$ cat config.mk
export PLATFORM = sky130hd
export DESIGN_NAME = amc_core
export DESIGN_NICKNAME = d
export VERILOG_FILES = /design/src/core/amc_pkg.sv /design/src/core/amc_core.sv /design/src/core/amc_sync2.sv /design/src/core/amc_clk_sel.sv
export SDC_FILE = /design/constraint.sdc
export NUM_CORES = 1
export LEC_CHECK = 0
export ABC_AREA = 1
export BUFFER_PORTS_ARGS = -buffer_cell sky130_fd_sc_hd__buf_4
export CAP_MARGIN = 20
export CORE_UTILIZATION = 57
export CTS_CLUSTER_DIAMETER = 60
export CTS_CLUSTER_SIZE = 14
export DETAILED_ROUTE_END_ITERATION = 16
export PLACE_DENSITY = 0.8
export RECOVER_POWER = 50
export SYNTH_ARGS = -nofsm -noshare
export SYNTH_HDL_FRONTEND = slang
export SYNTH_SLANG_ARGS = --single-unit
$ cat constraint.sdc
create_clock -name clk -period 2.8 [get_ports clk]
set_clock_uncertainty 0.15 [all_clocks]
set_input_delay 0.28 -clock clk [delete_from_list [all_inputs] [get_ports clk]]
set_output_delay 0.28 -clock clk [all_outputs]
set_load 0.02 [all_outputs]
$ cat src/core/amc_pkg.sv
// constants and state encodings for the asynchronous serial unit
// assumes a single system clock; serial timing is derived from a basic tick
package amc_pkg;

  // basic clock runs at sixteen ticks per bit
  localparam int unsigned OVERSAMPLE = 16;
  localparam int unsigned PHASE_W = 4;
  localparam logic [3:0] PHASE_FIRST = 4'h0;
  localparam logic [3:0] PHASE_SAMPLE = 4'h7;
  localparam logic [3:0] PHASE_LAST = 4'hF;
  localparam logic [3:0] PHASE_SCK_RISE = 4'h8;

  // data lengths selected by the character-length bit
  localparam logic [3:0] BITS_LONG = 4'h8;
  localparam logic [3:0] BITS_SHORT = 4'h7;
  localparam logic [3:0] BIT_FIRST = 4'h1;

  // reset values of flags and line
  localparam logic TX_EMPTY_RESET = 1'b1;
  localparam logic TX_END_RESET = 1'b1;
  localparam logic LINE_IDLE = 1'b1;
  localparam logic LINE_START = 1'b0;
  localparam logic [7:0] DATA_RESET = 8'h00;

  // gray codes along start, data, extra, stop
  typedef enum logic [2:0] {
    TX_IDLE = 3'h0,
    TX_START = 3'h1,
    TX_DATA = 3'h3,
    TX_EXTRA = 3'h2,
    TX_STOP = 3'h6
  } amc_tx_state_e;

  typedef enum logic [2:0] {
    RX_IDLE = 3'h0,
    RX_START = 3'h1,
    RX_DATA = 3'h3,
    RX_EXTRA = 3'h2,
    RX_STOP = 3'h6
  } amc_rx_state_e;

endpackage

$ cat src/core/amc_core.sv
// asynchronous serial transceiver with multiprocessor addressing
// assumes control bits come straight from software-written flops on clk
`timescale 1ns/1ps
//////////////////////////////////////////////////////////////////////////////
module amc_core #(
  parameter int DIV_W = 8
) (
  input wire logic clk,
  input wire logic arst_n,
  input wire logic clkEn,
  input wire logic rxdPin,
  output logic txdPin,
  input wire logic sckPinIn,
  output logic sckPinOut,
  output logic sckPinOe,
  input wire logic syncMode,
  input wire logic clockEnableLow,
  input wire logic clockEnableHigh,
  input wire logic [DIV_W-1:0] baudDivisor,
  input wire logic characterLength,
  input wire logic parityEnable,
  input wire logic parityOdd,
  input wire logic multiprocFormatSelect,
  input wire logic stopLength,
  input wire logic transmitEnable,
  input wire logic receiveEnable,
  input wire logic transmitIrqEnable,
  input wire logic transmitEndIrqEnable,
  input wire logic receiveIrqEnable,
  input wire logic [7:0] txData,
  input wire logic txDataWrite,
  input wire logic transmitMultiprocBit,
  output logic [7:0] rxData,
  input wire logic receiveFullClear,
  input wire logic overrunClear,
  input wire logic framingErrorClear,
  input wire logic parityErrorClear,
  input wire logic addressWaitSet,
  output logic addressWaitEnable,
  output logic transmitBufferEmpty,
  output logic transmitEnd,
  output logic receiveFull,
  output logic overrunFlag,
  output logic framingErrorFlag,
  output logic parityErrorFlag,
  output logic receivedMultiprocBit,
  output logic transmitEmptyRequest,
  output logic transmitEndRequest,
  output logic receiveFullRequest,
  output logic receiveErrorRequest
);

  //////////////////////////////////////////////////////////////////////////////
  // pins and basic clock

  logic rxdSync;
  logic sckSync;
  logic basicTick;
  logic sckDrive;

  amc_sync2 #(.WIDTH(2)) u_sync (
    .clk(clk),
    .arst_n(arst_n),
    .clkEn(clkEn),
    .pinIn({rxdPin, sckPinIn}),
    .pinSync({rxdSync, sckSync})
  );

  amc_clk_sel #(.DIV_W(DIV_W)) u_clk (
    .clk(clk),
    .arst_n(arst_n),
    .clkEn(clkEn),
    .syncMode(syncMode),
    .clockEnableLow(clockEnableLow),
    .clockEnableHigh(clockEnableHigh),
    .baudDivisor(baudDivisor),
    .sckSync(sckSync),
    .basicTick(basicTick),
    .sckDrive(sckDrive)
  );

  // frame shape shared by both directions
  logic [3:0] dataBits;
  logic hasExtra;
  logic useParity;
  assign dataBits = characterLength ? amc_pkg::BITS_SHORT : amc_pkg::BITS_LONG;
  assign useParity = parityEnable & ~multiprocFormatSelect;
  assign hasExtra = useParity | multiprocFormatSelect;

  //////////////////////////////////////////////////////////////////////////////
  // transmitter

  amc_pkg::amc_tx_state_e txState_q;
  logic [3:0] txPhase_q;
  logic [3:0] txBitCnt_q;
  logic [7:0] txShift_q;
  logic [7:0] txBuf_q;
  logic txExtra_q;
  logic txStop2_q;
  logic txNext_q;
  logic txBoundary;
  logic txLoad;
  logic txLoadParity;
  logic [7:0] txMasked;

  assign txBoundary = basicTick && (txPhase_q == amc_pkg::PHASE_LAST);
  assign txMasked = characterLength ? {1'b0, txBuf_q[6:0]} : txBuf_q;
  assign txLoadParity = (^txMasked) ^ parityOdd;
  // load from idle on a bit boundary, or at entry to the stop bit
  assign txLoad = transmitEnable && !transmitBufferEmpty && txBoundary &&
                  ((txState_q == amc_pkg::TX_IDLE) ||
                   (txState_q == amc_pkg::TX_EXTRA) ||
                   (txState_q == amc_pkg::TX_DATA && txBitCnt_q == dataBits && !hasExtra));

  // free-running phase keeps the output clock glitch-free
  always_ff @(posedge clk or negedge arst_n) begin
    if (!arst_n) begin
      txPhase_q <= amc_pkg::PHASE_FIRST;
    end else if (basicTick) begin
      txPhase_q <= amc_pkg::PHASE_W'(txPhase_q + 1'b1);
    end
  end

  // bit rate clock, rising at phase eight, the centre of each bit
  always_ff @(posedge clk or negedge arst_n) begin
    if (!arst_n) begin
      sckPinOut <= 1'b1;
    end else if (clkEn) begin
      sckPinOut <= (txPhase_q >= amc_pkg::PHASE_SCK_RISE);
    end
  end
  assign sckPinOe = sckDrive;

  // buffer register, written only while empty
  always_ff @(posedge clk or negedge arst_n) begin
    if (!arst_n) begin
      txBuf_q <= amc_pkg::DATA_RESET;
    end else if (clkEn && txDataWrite && transmitBufferEmpty && transmitEnable) begin
      txBuf_q <= txData;
    end
  end

  // empty flag: a write clears it, a load or disable sets it
  always_ff @(posedge clk or negedge arst_n) begin
    if (!arst_n) begin
      transmitBufferEmpty <= amc_pkg::TX_EMPTY_RESET;
    end else if (clkEn) begin
      if (!transmitEnable) begin
        transmitBufferEmpty <= 1'b1;
      end else if (txLoad) begin
        transmitBufferEmpty <= 1'b1;
      end else if (txDataWrite && transmitBufferEmpty) begin
        transmitBufferEmpty <= 1'b0;
      end
    end
  end

  // end flag: set when the stop bit finds nothing queued; set beats write
  always_ff @(posedge clk or negedge arst_n) begin
    if (!arst_n) begin
      transmitEnd <= amc_pkg::TX_END_RESET;
    end else if (clkEn) begin
      if (!transmitEnable) begin
        transmitEnd <= 1'b1;
      end else if (txBoundary && transmitBufferEmpty &&
                   ((txState_q == amc_pkg::TX_EXTRA) ||
                    (txState_q == amc_pkg::TX_DATA && txBitCnt_q == dataBits &&
                     !hasExtra))) begin
        transmitEnd <= 1'b1;
      end else if (txDataWrite && transmitBufferEmpty) begin
        transmitEnd <= 1'b0;
      end
    end
  end

  // frame sequencer; a byte loaded at stop time starts right after it
  always_ff @(posedge clk or negedge arst_n) begin
    if (!arst_n) begin
      txState_q <= amc_pkg::TX_IDLE;
      txBitCnt_q <= amc_pkg::BIT_FIRST;
      txShift_q <= amc_pkg::DATA_RESET;
      txExtra_q <= 1'b0;
      txStop2_q <= 1'b0;
      txNext_q <= 1'b0;
    end else if (clkEn) begin
      if (txLoad) begin
        txShift_q <= txMasked;
        txExtra_q <= multiprocFormatSelect ? transmitMultiprocBit : txLoadParity;
      end
      if (!transmitEnable) begin
        txState_q <= amc_pkg::TX_IDLE;
        txNext_q <= 1'b0;
      end else if (txBoundary) begin
        case (txState_q)
          amc_pkg::TX_IDLE: begin
            if (txLoad) begin
              txState_q <= amc_pkg::TX_START;
            end
          end
          amc_pkg::TX_START: begin
            txBitCnt_q <= amc_pkg::BIT_FIRST;
            txState_q <= amc_pkg::TX_DATA;
          end
          amc_pkg::TX_DATA: begin
            if (txBitCnt_q == dataBits) begin
              txState_q <= hasExtra ? amc_pkg::TX_EXTRA : amc_pkg::TX_STOP;
              txStop2_q <= stopLength;
              txNext_q <= !hasExtra && !transmitBufferEmpty;
            end else begin
              txBitCnt_q <= 4'(txBitCnt_q + 1'b1);
              if (!txLoad) begin
                txShift_q <= {1'b0, txShift_q[7:1]};
              end
            end
          end
          amc_pkg::TX_EXTRA: begin
            txState_q <= amc_pkg::TX_STOP;
            txStop2_q <= stopLength;
            txNext_q <= !transmitBufferEmpty;
          end
          amc_pkg::TX_STOP: begin
            if (txStop2_q) begin
              txStop2_q <= 1'b0;
            end else begin
              txState_q <= txNext_q ? amc_pkg::TX_START : amc_pkg::TX_IDLE;
              txNext_q <= 1'b0;
            end
          end
          default: begin
            txState_q <= amc_pkg::TX_IDLE;
          end
        endcase
      end
    end
  end

  // line driver; the shifter bottom bit is the bit on the wire
  always_ff @(posedge clk or negedge arst_n) begin
    if (!arst_n) begin
      txdPin <= amc_pkg::LINE_IDLE;
    end else if (clkEn) begin
      case (txState_q)
        amc_pkg::TX_START: txdPin <= amc_pkg::LINE_START;
        amc_pkg::TX_DATA: txdPin <= txShift_q[0];
        amc_pkg::TX_EXTRA: txdPin <= txExtra_q;
        default: txdPin <= amc_pkg::LINE_IDLE;
      endcase
    end
  end

  //////////////////////////////////////////////////////////////////////////////
  // receiver

  amc_pkg::amc_rx_state_e rxState_q;
  logic [3:0] rxPhase_q;
  logic [3:0] rxBitCnt_q;
  logic [7:0] rxShift_q;
  logic rxParity_q;
  logic rxExtra_q;
  logic rxPrev_q;
  logic rxSample;
  logic rxErrorAny;
  logic rxDone;
  logic rxSkip;
  logic rxParityBad;
  logic rxStopBad;
  logic [7:0] rxAligned;

  assign rxSample = basicTick && (rxPhase_q == amc_pkg::PHASE_SAMPLE);
  assign rxErrorAny = overrunFlag | framingErrorFlag | parityErrorFlag;
  // a stop sample landing as receive is disabled must not touch flags or data
  assign rxDone = rxSample && (rxState_q == amc_pkg::RX_STOP) && receiveEnable;
  // data frames are invisible while waiting for an address
  assign rxSkip = multiprocFormatSelect && addressWaitEnable && !rxExtra_q;
  assign rxParityBad = useParity && (rxParity_q ^ rxExtra_q ^ parityOdd);
  assign rxStopBad = (rxdSync != amc_pkg::LINE_IDLE);
  assign rxAligned = characterLength ? {1'b0, rxShift_q[7:1]} : rxShift_q;

  // frame sequencer; only the first stop bit is checked
  always_ff @(posedge clk or negedge arst_n) begin
    if (!arst_n) begin
      rxState_q <= amc_pkg::RX_IDLE;
      rxPhase_q <= amc_pkg::PHASE_FIRST;
      rxBitCnt_q <= amc_pkg::BIT_FIRST;
      rxShift_q <= amc_pkg::DATA_RESET;
      rxParity_q <= 1'b0;
      rxExtra_q <= 1'b0;
      rxPrev_q <= amc_pkg::LINE_IDLE;
    end else if (clkEn) begin
      if (basicTick) begin
        rxPrev_q <= rxdSync;
        rxPhase_q <= amc_pkg::PHASE_W'(rxPhase_q + 1'b1);
      end
      if (!receiveEnable) begin
        rxState_q <= amc_pkg::RX_IDLE;
      end else if (basicTick) begin
        case (rxState_q)
          amc_pkg::RX_IDLE: begin
            // a new frame waits until software has cleared old errors
            if (rxPrev_q && !rxdSync && !rxErrorAny) begin
              rxState_q <= amc_pkg::RX_START;
              rxPhase_q <= amc_pkg::PHASE_FIRST;
            end
          end
          amc_pkg::RX_START: begin
            if (rxSample) begin
              // a glitch shorter than half a bit is not a start bit
              rxState_q <= rxdSync ? amc_pkg::RX_IDLE : amc_pkg::RX_DATA;
              rxBitCnt_q <= amc_pkg::BIT_FIRST;
              rxParity_q <= 1'b0;
              rxExtra_q <= 1'b0;
            end
          end
          amc_pkg::RX_DATA: begin
            if (rxSample) begin
              rxShift_q <= {rxdSync, rxShift_q[7:1]};
              rxParity_q <= rxParity_q ^ rxdSync;
              rxBitCnt_q <= 4'(rxBitCnt_q + 1'b1);
              if (rxBitCnt_q == dataBits) begin
                rxState_q <= hasExtra ? amc_pkg::RX_EXTRA : amc_pkg::RX_STOP;
              end
            end
          end
          amc_pkg::RX_EXTRA: begin
            if (rxSample) begin
              rxExtra_q <= rxdSync;
              rxState_q <= amc_pkg::RX_STOP;
            end
          end
          amc_pkg::RX_STOP: begin
            if (rxSample) begin
              rxState_q <= amc_pkg::RX_IDLE;
            end
          end
          default: begin
            rxState_q <= amc_pkg::RX_IDLE;
          end
        endcase
      end
    end
  end

  // receive data register; untouched on overrun or skipped frames
  always_ff @(posedge clk or negedge arst_n) begin
    if (!arst_n) begin
      rxData <= amc_pkg::DATA_RESET;
    end else if (clkEn && rxDone && !rxSkip && !receiveFull) begin
      rxData <= rxAligned;
    end
  end

  // full flag: only a clean frame sets it, and set beats clear
  always_ff @(posedge clk or negedge arst_n) begin
    if (!arst_n) begin
      receiveFull <= 1'b0;
    end else if (clkEn) begin
      if (rxDone && !rxSkip && !receiveFull && !rxParityBad && !rxStopBad) begin
        receiveFull <= 1'b1;
      end else if (receiveFullClear) begin
        receiveFull <= 1'b0;
      end
    end
  end

  // error flags; each completion event beats its clear
  always_ff @(posedge clk or negedge arst_n) begin
    if (!arst_n) begin
      overrunFlag <= 1'b0;
      framingErrorFlag <= 1'b0;
      parityErrorFlag <= 1'b0;
    end else if (clkEn) begin
      if (rxDone && !rxSkip && receiveFull) begin
        overrunFlag <= 1'b1;
      end else if (overrunClear) begin
        overrunFlag <= 1'b0;
      end
      if (rxDone && !rxSkip && rxStopBad) begin
        framingErrorFlag <= 1'b1;
      end else if (framingErrorClear) begin
        framingErrorFlag <= 1'b0;
      end
      if (rxDone && !rxSkip && rxParityBad) begin
        parityErrorFlag <= 1'b1;
      end else if (parityErrorClear) begin
        parityErrorFlag <= 1'b0;
      end
    end
  end

  // address wait: software sets it, an address frame ends it
  always_ff @(posedge clk or negedge arst_n) begin
    if (!arst_n) begin
      addressWaitEnable <= 1'b0;
      receivedMultiprocBit <= 1'b0;
    end else if (clkEn) begin
      if (rxDone && multiprocFormatSelect && !rxSkip) begin
        receivedMultiprocBit <= rxExtra_q;
      end
      if (rxDone && multiprocFormatSelect && rxExtra_q) begin
        addressWaitEnable <= 1'b0;
      end else if (addressWaitSet) begin
        addressWaitEnable <= 1'b1;
      end
    end
  end

  //////////////////////////////////////////////////////////////////////////////
  // request lines, levels gated by their enables

  assign transmitEmptyRequest = transmitIrqEnable & transmitEnable & transmitBufferEmpty;
  assign transmitEndRequest = transmitEndIrqEnable & transmitEnd;
  assign receiveFullRequest = receiveIrqEnable & receiveFull;
  assign receiveErrorRequest = receiveIrqEnable & rxErrorAny;

endmodule

$ cat src/core/amc_sync2.sv
// two-flop synchroniser for pins arriving from outside the clock domain
// assumes nothing about the source; first stage feeds only the second
`timescale 1ns/1ps
module amc_sync2 #(
  parameter int WIDTH = 1
) (
  input wire logic clk,
  input wire logic arst_n,
  input wire logic clkEn,
  input wire logic [WIDTH-1:0] pinIn,
  output logic [WIDTH-1:0] pinSync
);

  logic [WIDTH-1:0] meta_q;

  // both stages reset to idle-high, the mark level of the line
  always_ff @(posedge clk or negedge arst_n) begin
    if (!arst_n) begin
      meta_q <= '1;
      pinSync <= '1;
    end else if (clkEn) begin
      meta_q <= pinIn;
      pinSync <= meta_q;
    end
  end

endmodule

$ cat src/core/amc_clk_sel.sv
// basic clock source: internal divider or synchronised external serial clock
// assumes the external clock input is already synchronised to clk
`timescale 1ns/1ps
module amc_clk_sel #(
  parameter int DIV_W = 8
) (
  input wire logic clk,
  input wire logic arst_n,
  input wire logic clkEn,
  input wire logic syncMode,
  input wire logic clockEnableLow,
  input wire logic clockEnableHigh,
  input wire logic [DIV_W-1:0] baudDivisor,
  input wire logic sckSync,
  output logic basicTick,
  output logic sckDrive
);

  logic [DIV_W-1:0] divCnt_q;
  logic sckPrev_q;
  logic running;
  logic useExternal;
  logic divWrap;

  // only the asynchronous mode is served here
  assign running = ~syncMode;
  assign useExternal = clockEnableHigh;
  assign divWrap = (divCnt_q == baudDivisor);

  // internal divider, held at zero when unused
  always_ff @(posedge clk or negedge arst_n) begin
    if (!arst_n) begin
      divCnt_q <= '0;
    end else if (clkEn) begin
      if (!running || useExternal || divWrap) begin
        divCnt_q <= '0;
      end else begin
        divCnt_q <= DIV_W'(divCnt_q + 1'b1);
      end
    end
  end

  // edge memory of the synchronised external clock
  always_ff @(posedge clk or negedge arst_n) begin
    if (!arst_n) begin
      sckPrev_q <= 1'b1;
    end else if (clkEn) begin
      sckPrev_q <= sckSync;
    end
  end

  // one tick per basic clock period, sixteen per bit either way
  assign basicTick = clkEn & running &
                     (useExternal ? (sckSync & ~sckPrev_q) : divWrap);
  // clock leaves the pin only on the internal source with output enabled
  assign sckDrive = running & ~useExternal & clockEnableLow;

endmodule

==> impl_metrics.env <==
export IMPL_async_reset_ff_share_pct=100.0
export IMPL_synth_commonest_cells="nand2_1, dfrtp_1, nor2_1"
export IMPL_clkLatencyLatePin_ps=360
export IMPL_post_route_period_util_pct=89.69
export IMPL_hold_class="in -> reg"
export IMPL_syn_avg_cell_area_um2=7.783
export IMPL_p_per_area_nw_per_um2=588.0
export IMPL_drtIter0Drc=188
export IMPL_p_sw_mw=1.041
export IMPL_numCtsBuffers=9
export IMPL_multi_input_area_um2=2056
export IMPL_cts_root_buffer="clkbuf_8"
export IMPL_grt_util_all_layers_pct=25.32
export IMPL_ys_warn_count=0
export IMPL_grt_pass1_vias=3846
export IMPL_start_util_pct=59.99
export IMPL_fp_coreArea_um2=7408
export IMPL_yosysTopAreaCellShare_pct=39.98
export IMPL_syn_cell_area_um2=4444
export IMPL_n_fill_cell=603
export IMPL_max_clock_freq_mhz=398.2
export IMPL_rsz0062_at_grt="false"
export IMPL_ir_drop_mv=0.4269
export IMPL_worst_setup_path_type="in -> reg"
export IMPL_layout_drive_gt1_share_pct=16.39
export IMPL_synth_edf_count=0
export IMPL_synth_seq_cells=83
export IMPL_place_inst=726
export IMPL_syn_nets=618
export IMPL_arrival_ps=2650
export IMPL_area_growth_pct=20.64
export IMPL_ios=64
export IMPL_grt_max_degree=52
export IMPL_stdcell_count=758
export IMPL_clk_path_buf_depth=2
export IMPL_p_sw_share_pct=33.02
export IMPL_hold_start="overrunClear"
export IMPL_p_leak_nw=2.581
export IMPL_ant_nets=0
export IMPL_total_power_mw=3.152
export IMPL_synth_seq_area_share_pct=47.07
export IMPL_timing_final_hold_violations=0
export IMPL_pwr_share_clk_pct=27.7
export IMPL_outcome="finished with violations"
export IMPL_rows=31
export IMPL_power_frac_seq_pct=48.6
export IMPL_critical_path_cell_chain="dlygate4sd3_1 -> buf_4 -> or2_2 -> nor2_1 -> nand2_1 -> nand2_1 -> nand2_1 -> inv_1 -> nand4_1 -> inv_1 -> nand2_1 -> nand2_1 -> nor2_1 -> nor2_1"
export IMPL_p_int_mw=2.112
export IMPL_r2r_end="txShift_q[5]"
export IMPL_crit_buf_inv=4
export IMPL_tightest_slew_ps=1813
export IMPL_ys_flop_type="dfrtp_1"
export IMPL_remaining_drc_errors=0
export IMPL_fin_nets=701
export IMPL_via_per_inst=5.334
export IMPL_netlist_instances=571
export IMPL_yosysTopAreaCell="dfrtp_1"
export IMPL_dieHeight_um=90.30
export IMPL_diodes=0
export IMPL_final_setup_worst_slack_ps=288.7
export IMPL_setup_viol=0
export IMPL_crit_required_ps=2940
export IMPL_worstRegToRegCells=10
export IMPL_clk_pin_slew_ps=90
export IMPL_critPathTopFamily="simple AND/OR/NAND/NOR gates"
export IMPL_wl_per_cell_um=12.72
export IMPL_worst_hold_path_num_cells=4
export IMPL_r2r_slack_ps=350
export IMPL_hpwlAfterDp_mm=6.833
export IMPL_min_to="overrunFlag"
export IMPL_synth_most_common_cell="nand2_1"
export IMPL_cpMostUsedCell="nand2_1"
export IMPL_ys_types=34
export IMPL_wl_mm=9.640
export IMPL_gp_congestion=0.9573
export IMPL_grt_ovfl_total=0
export IMPL_slowest_stage="dlygate4sd3_1"
export IMPL_crit_path_end_kind="flop"
export IMPL_cp_start_kind="input pin"
export IMPL_period_needed_ps=2511
export IMPL_p_comb_share_pct=23.7
export IMPL_fp_dieW_um=90.30
export IMPL_grt_first_pass_wirelength_mm=16.82
export IMPL_drv_cap=1
export IMPL_cts_max_level=3
export IMPL_ff_latch_area_um2=2092
export IMPL_vias=4043
export IMPL_violations="max-capacitance violations, max-slew violations"
export IMPL_synthTopCellsByArea="dfrtp_1, nand2_1, dfstp_2"
export IMPL_port_buffer_count=63
export IMPL_final_util_pct=72.37
export IMPL_cts_sinks=83
export IMPL_cts_tree="yes"
export IMPL_setup_tns_ps=0
export IMPL_critPathMaxStageDelay_ps=540
export IMPL_grt_antenna_before_repair=0
export IMPL_crit_fanout=8
export IMPL_r2r_start="txState_q[1]"
export IMPL_slew_violations=33
export IMPL_maxSlewHeadroom_pct=-20.85
export IMPL_dieArea_um2=8154
export IMPL_firstDrtPassIters=7
export IMPL_pre_cts_ws_ps=225.0
-- worst reg2reg max path, cell delays in order, from the launching register on --
cell	delay, ps
dfrtp_1	410
inv_1	90
nor2_1	130
nand2_1	160
nor3_1	480
nand4_1	380
inv_1	270
nand3_1	110
nand2_1	80
nor2_1	50
nor2_1	90
-- state kept, by name, summed over array words and instances (netlist names), 2 cells and up, named ones only --
register,flops
txShift_q,8
u_sync.pinSync,2
u_sync.meta_q,2
txState_q,3
rxState_q,3
txBuf_q,8
rxPhase_q,3
rxData,8
rxShift_q,8
u_clk.divCnt_q,8
txPhase_q,4
rxBitCnt_q,4
txBitCnt_q,4
-- what timing repair did --
item / CTS / global route
setup endpoints to repair: 0 / 9
hold buffers: 13 / 0
buffers inserted: 0 / 3
gates resized for setup: 0 / 0
hold endpoints to repair: 38 / 0
-- worst max path at each step --
stage | endpoint | cells after the start | start | slack (ps)
floorplan | txShift_q[3] | 14 | txBitCnt_q[0] | 800
global placement | txExtra_q | 13 | txBitCnt_q[0] | 330
detailed placement | txShift_q[5] | 14 | txBitCnt_q[0] | 230
CTS | txShift_q[5] | 14 | multiprocFormatSelect | 80
global route | txShift_q[5] | 10 | txState_q[1] | 130
finish | txShift_q[5] | 14 | multiprocFormatSelect | 290
-- layout make-up --
class	instances	area share, %
timing repair buffer	83	12.04
sequential	83	39.02
tap	99	2.310
clock inverter	7	1.424
clock buffer	9	2.310
inverter	65	4.551
multi-input combinational	412	38.34
-- power groups by stage --
| stage | combinational, mW | sequential [mW] | clock (mW) |
|---|---|---|---|
| floorplan | 0.506 | 1.53 | 0 |
| global placement | 0.706 | 1.54 | 0 |
| detailed placement | 0.725 | 1.55 | 0 |
| CTS | 0.743 | 1.53 | 0.900 |
| global route | 0.857 | 1.56 | 0.942 |
| finish | 0.746 | 1.53 | 0.873 |
-- cell usage in the layout, fill, tap and decap left out, types with 2 or more instances in the layout --
master / instances
clkbuf_1: 6
o21ai_1: 9
inv_6: 2
o21ai_0: 44
dfrtp_1: 71
a211oi_1: 4
or2_2: 3
clkinvlp_4: 2
o2111ai_1: 2
mux2_2: 8
clkbuf_8: 9
inv_1: 64
nand2_1: 158
buf_4: 62
nor3_1: 13
a21oi_1: 13
dlygate4sd3_1: 13
dfstp_2: 11
nand3_1: 43
o31ai_1: 3
xnor2_1: 13
nor2_1: 66
nor3b_1: 3
ha_1: 6
nand4_1: 7
xor2_1: 8
-- per-stage QoR --
step | hold WS, ps | area (um^2)
after floorplan | -165.6 | 4444
after global placement | 102.6 | 5031
after detailed placement | 105.8 | 5031
after CTS | 30.02 | 5361
after global routing | 47.93 | 5361
final | 43.54 | 5361
-- cells by family (layout without fill, tap and decap cells) --
family                   count (synthesis)  count (layout)  synth area share, %
multiplexers                             8               8                2.027
AND/OR/NAND/NOR                        297             297                28.29
adder cells (fa/ha/maj)                  6               6                1.689
buffers and inverters                   76             164                6.672
XOR/XNOR                                21              21                4.139
AO/OA/AOI/OAI                           80              80                10.11
flip-flops                              83              83                47.07
-- layer usage --
metal	up-vias	GRT usage [%]	wire, um
met1	1891	32.77	4338
met5	-	0	0
met4	0	9.140	148
met3	16	4.882	508
met2	125	42.43	4644
li1	2011	-	-
Note: power is estimated with default switching activity, not from simulation.
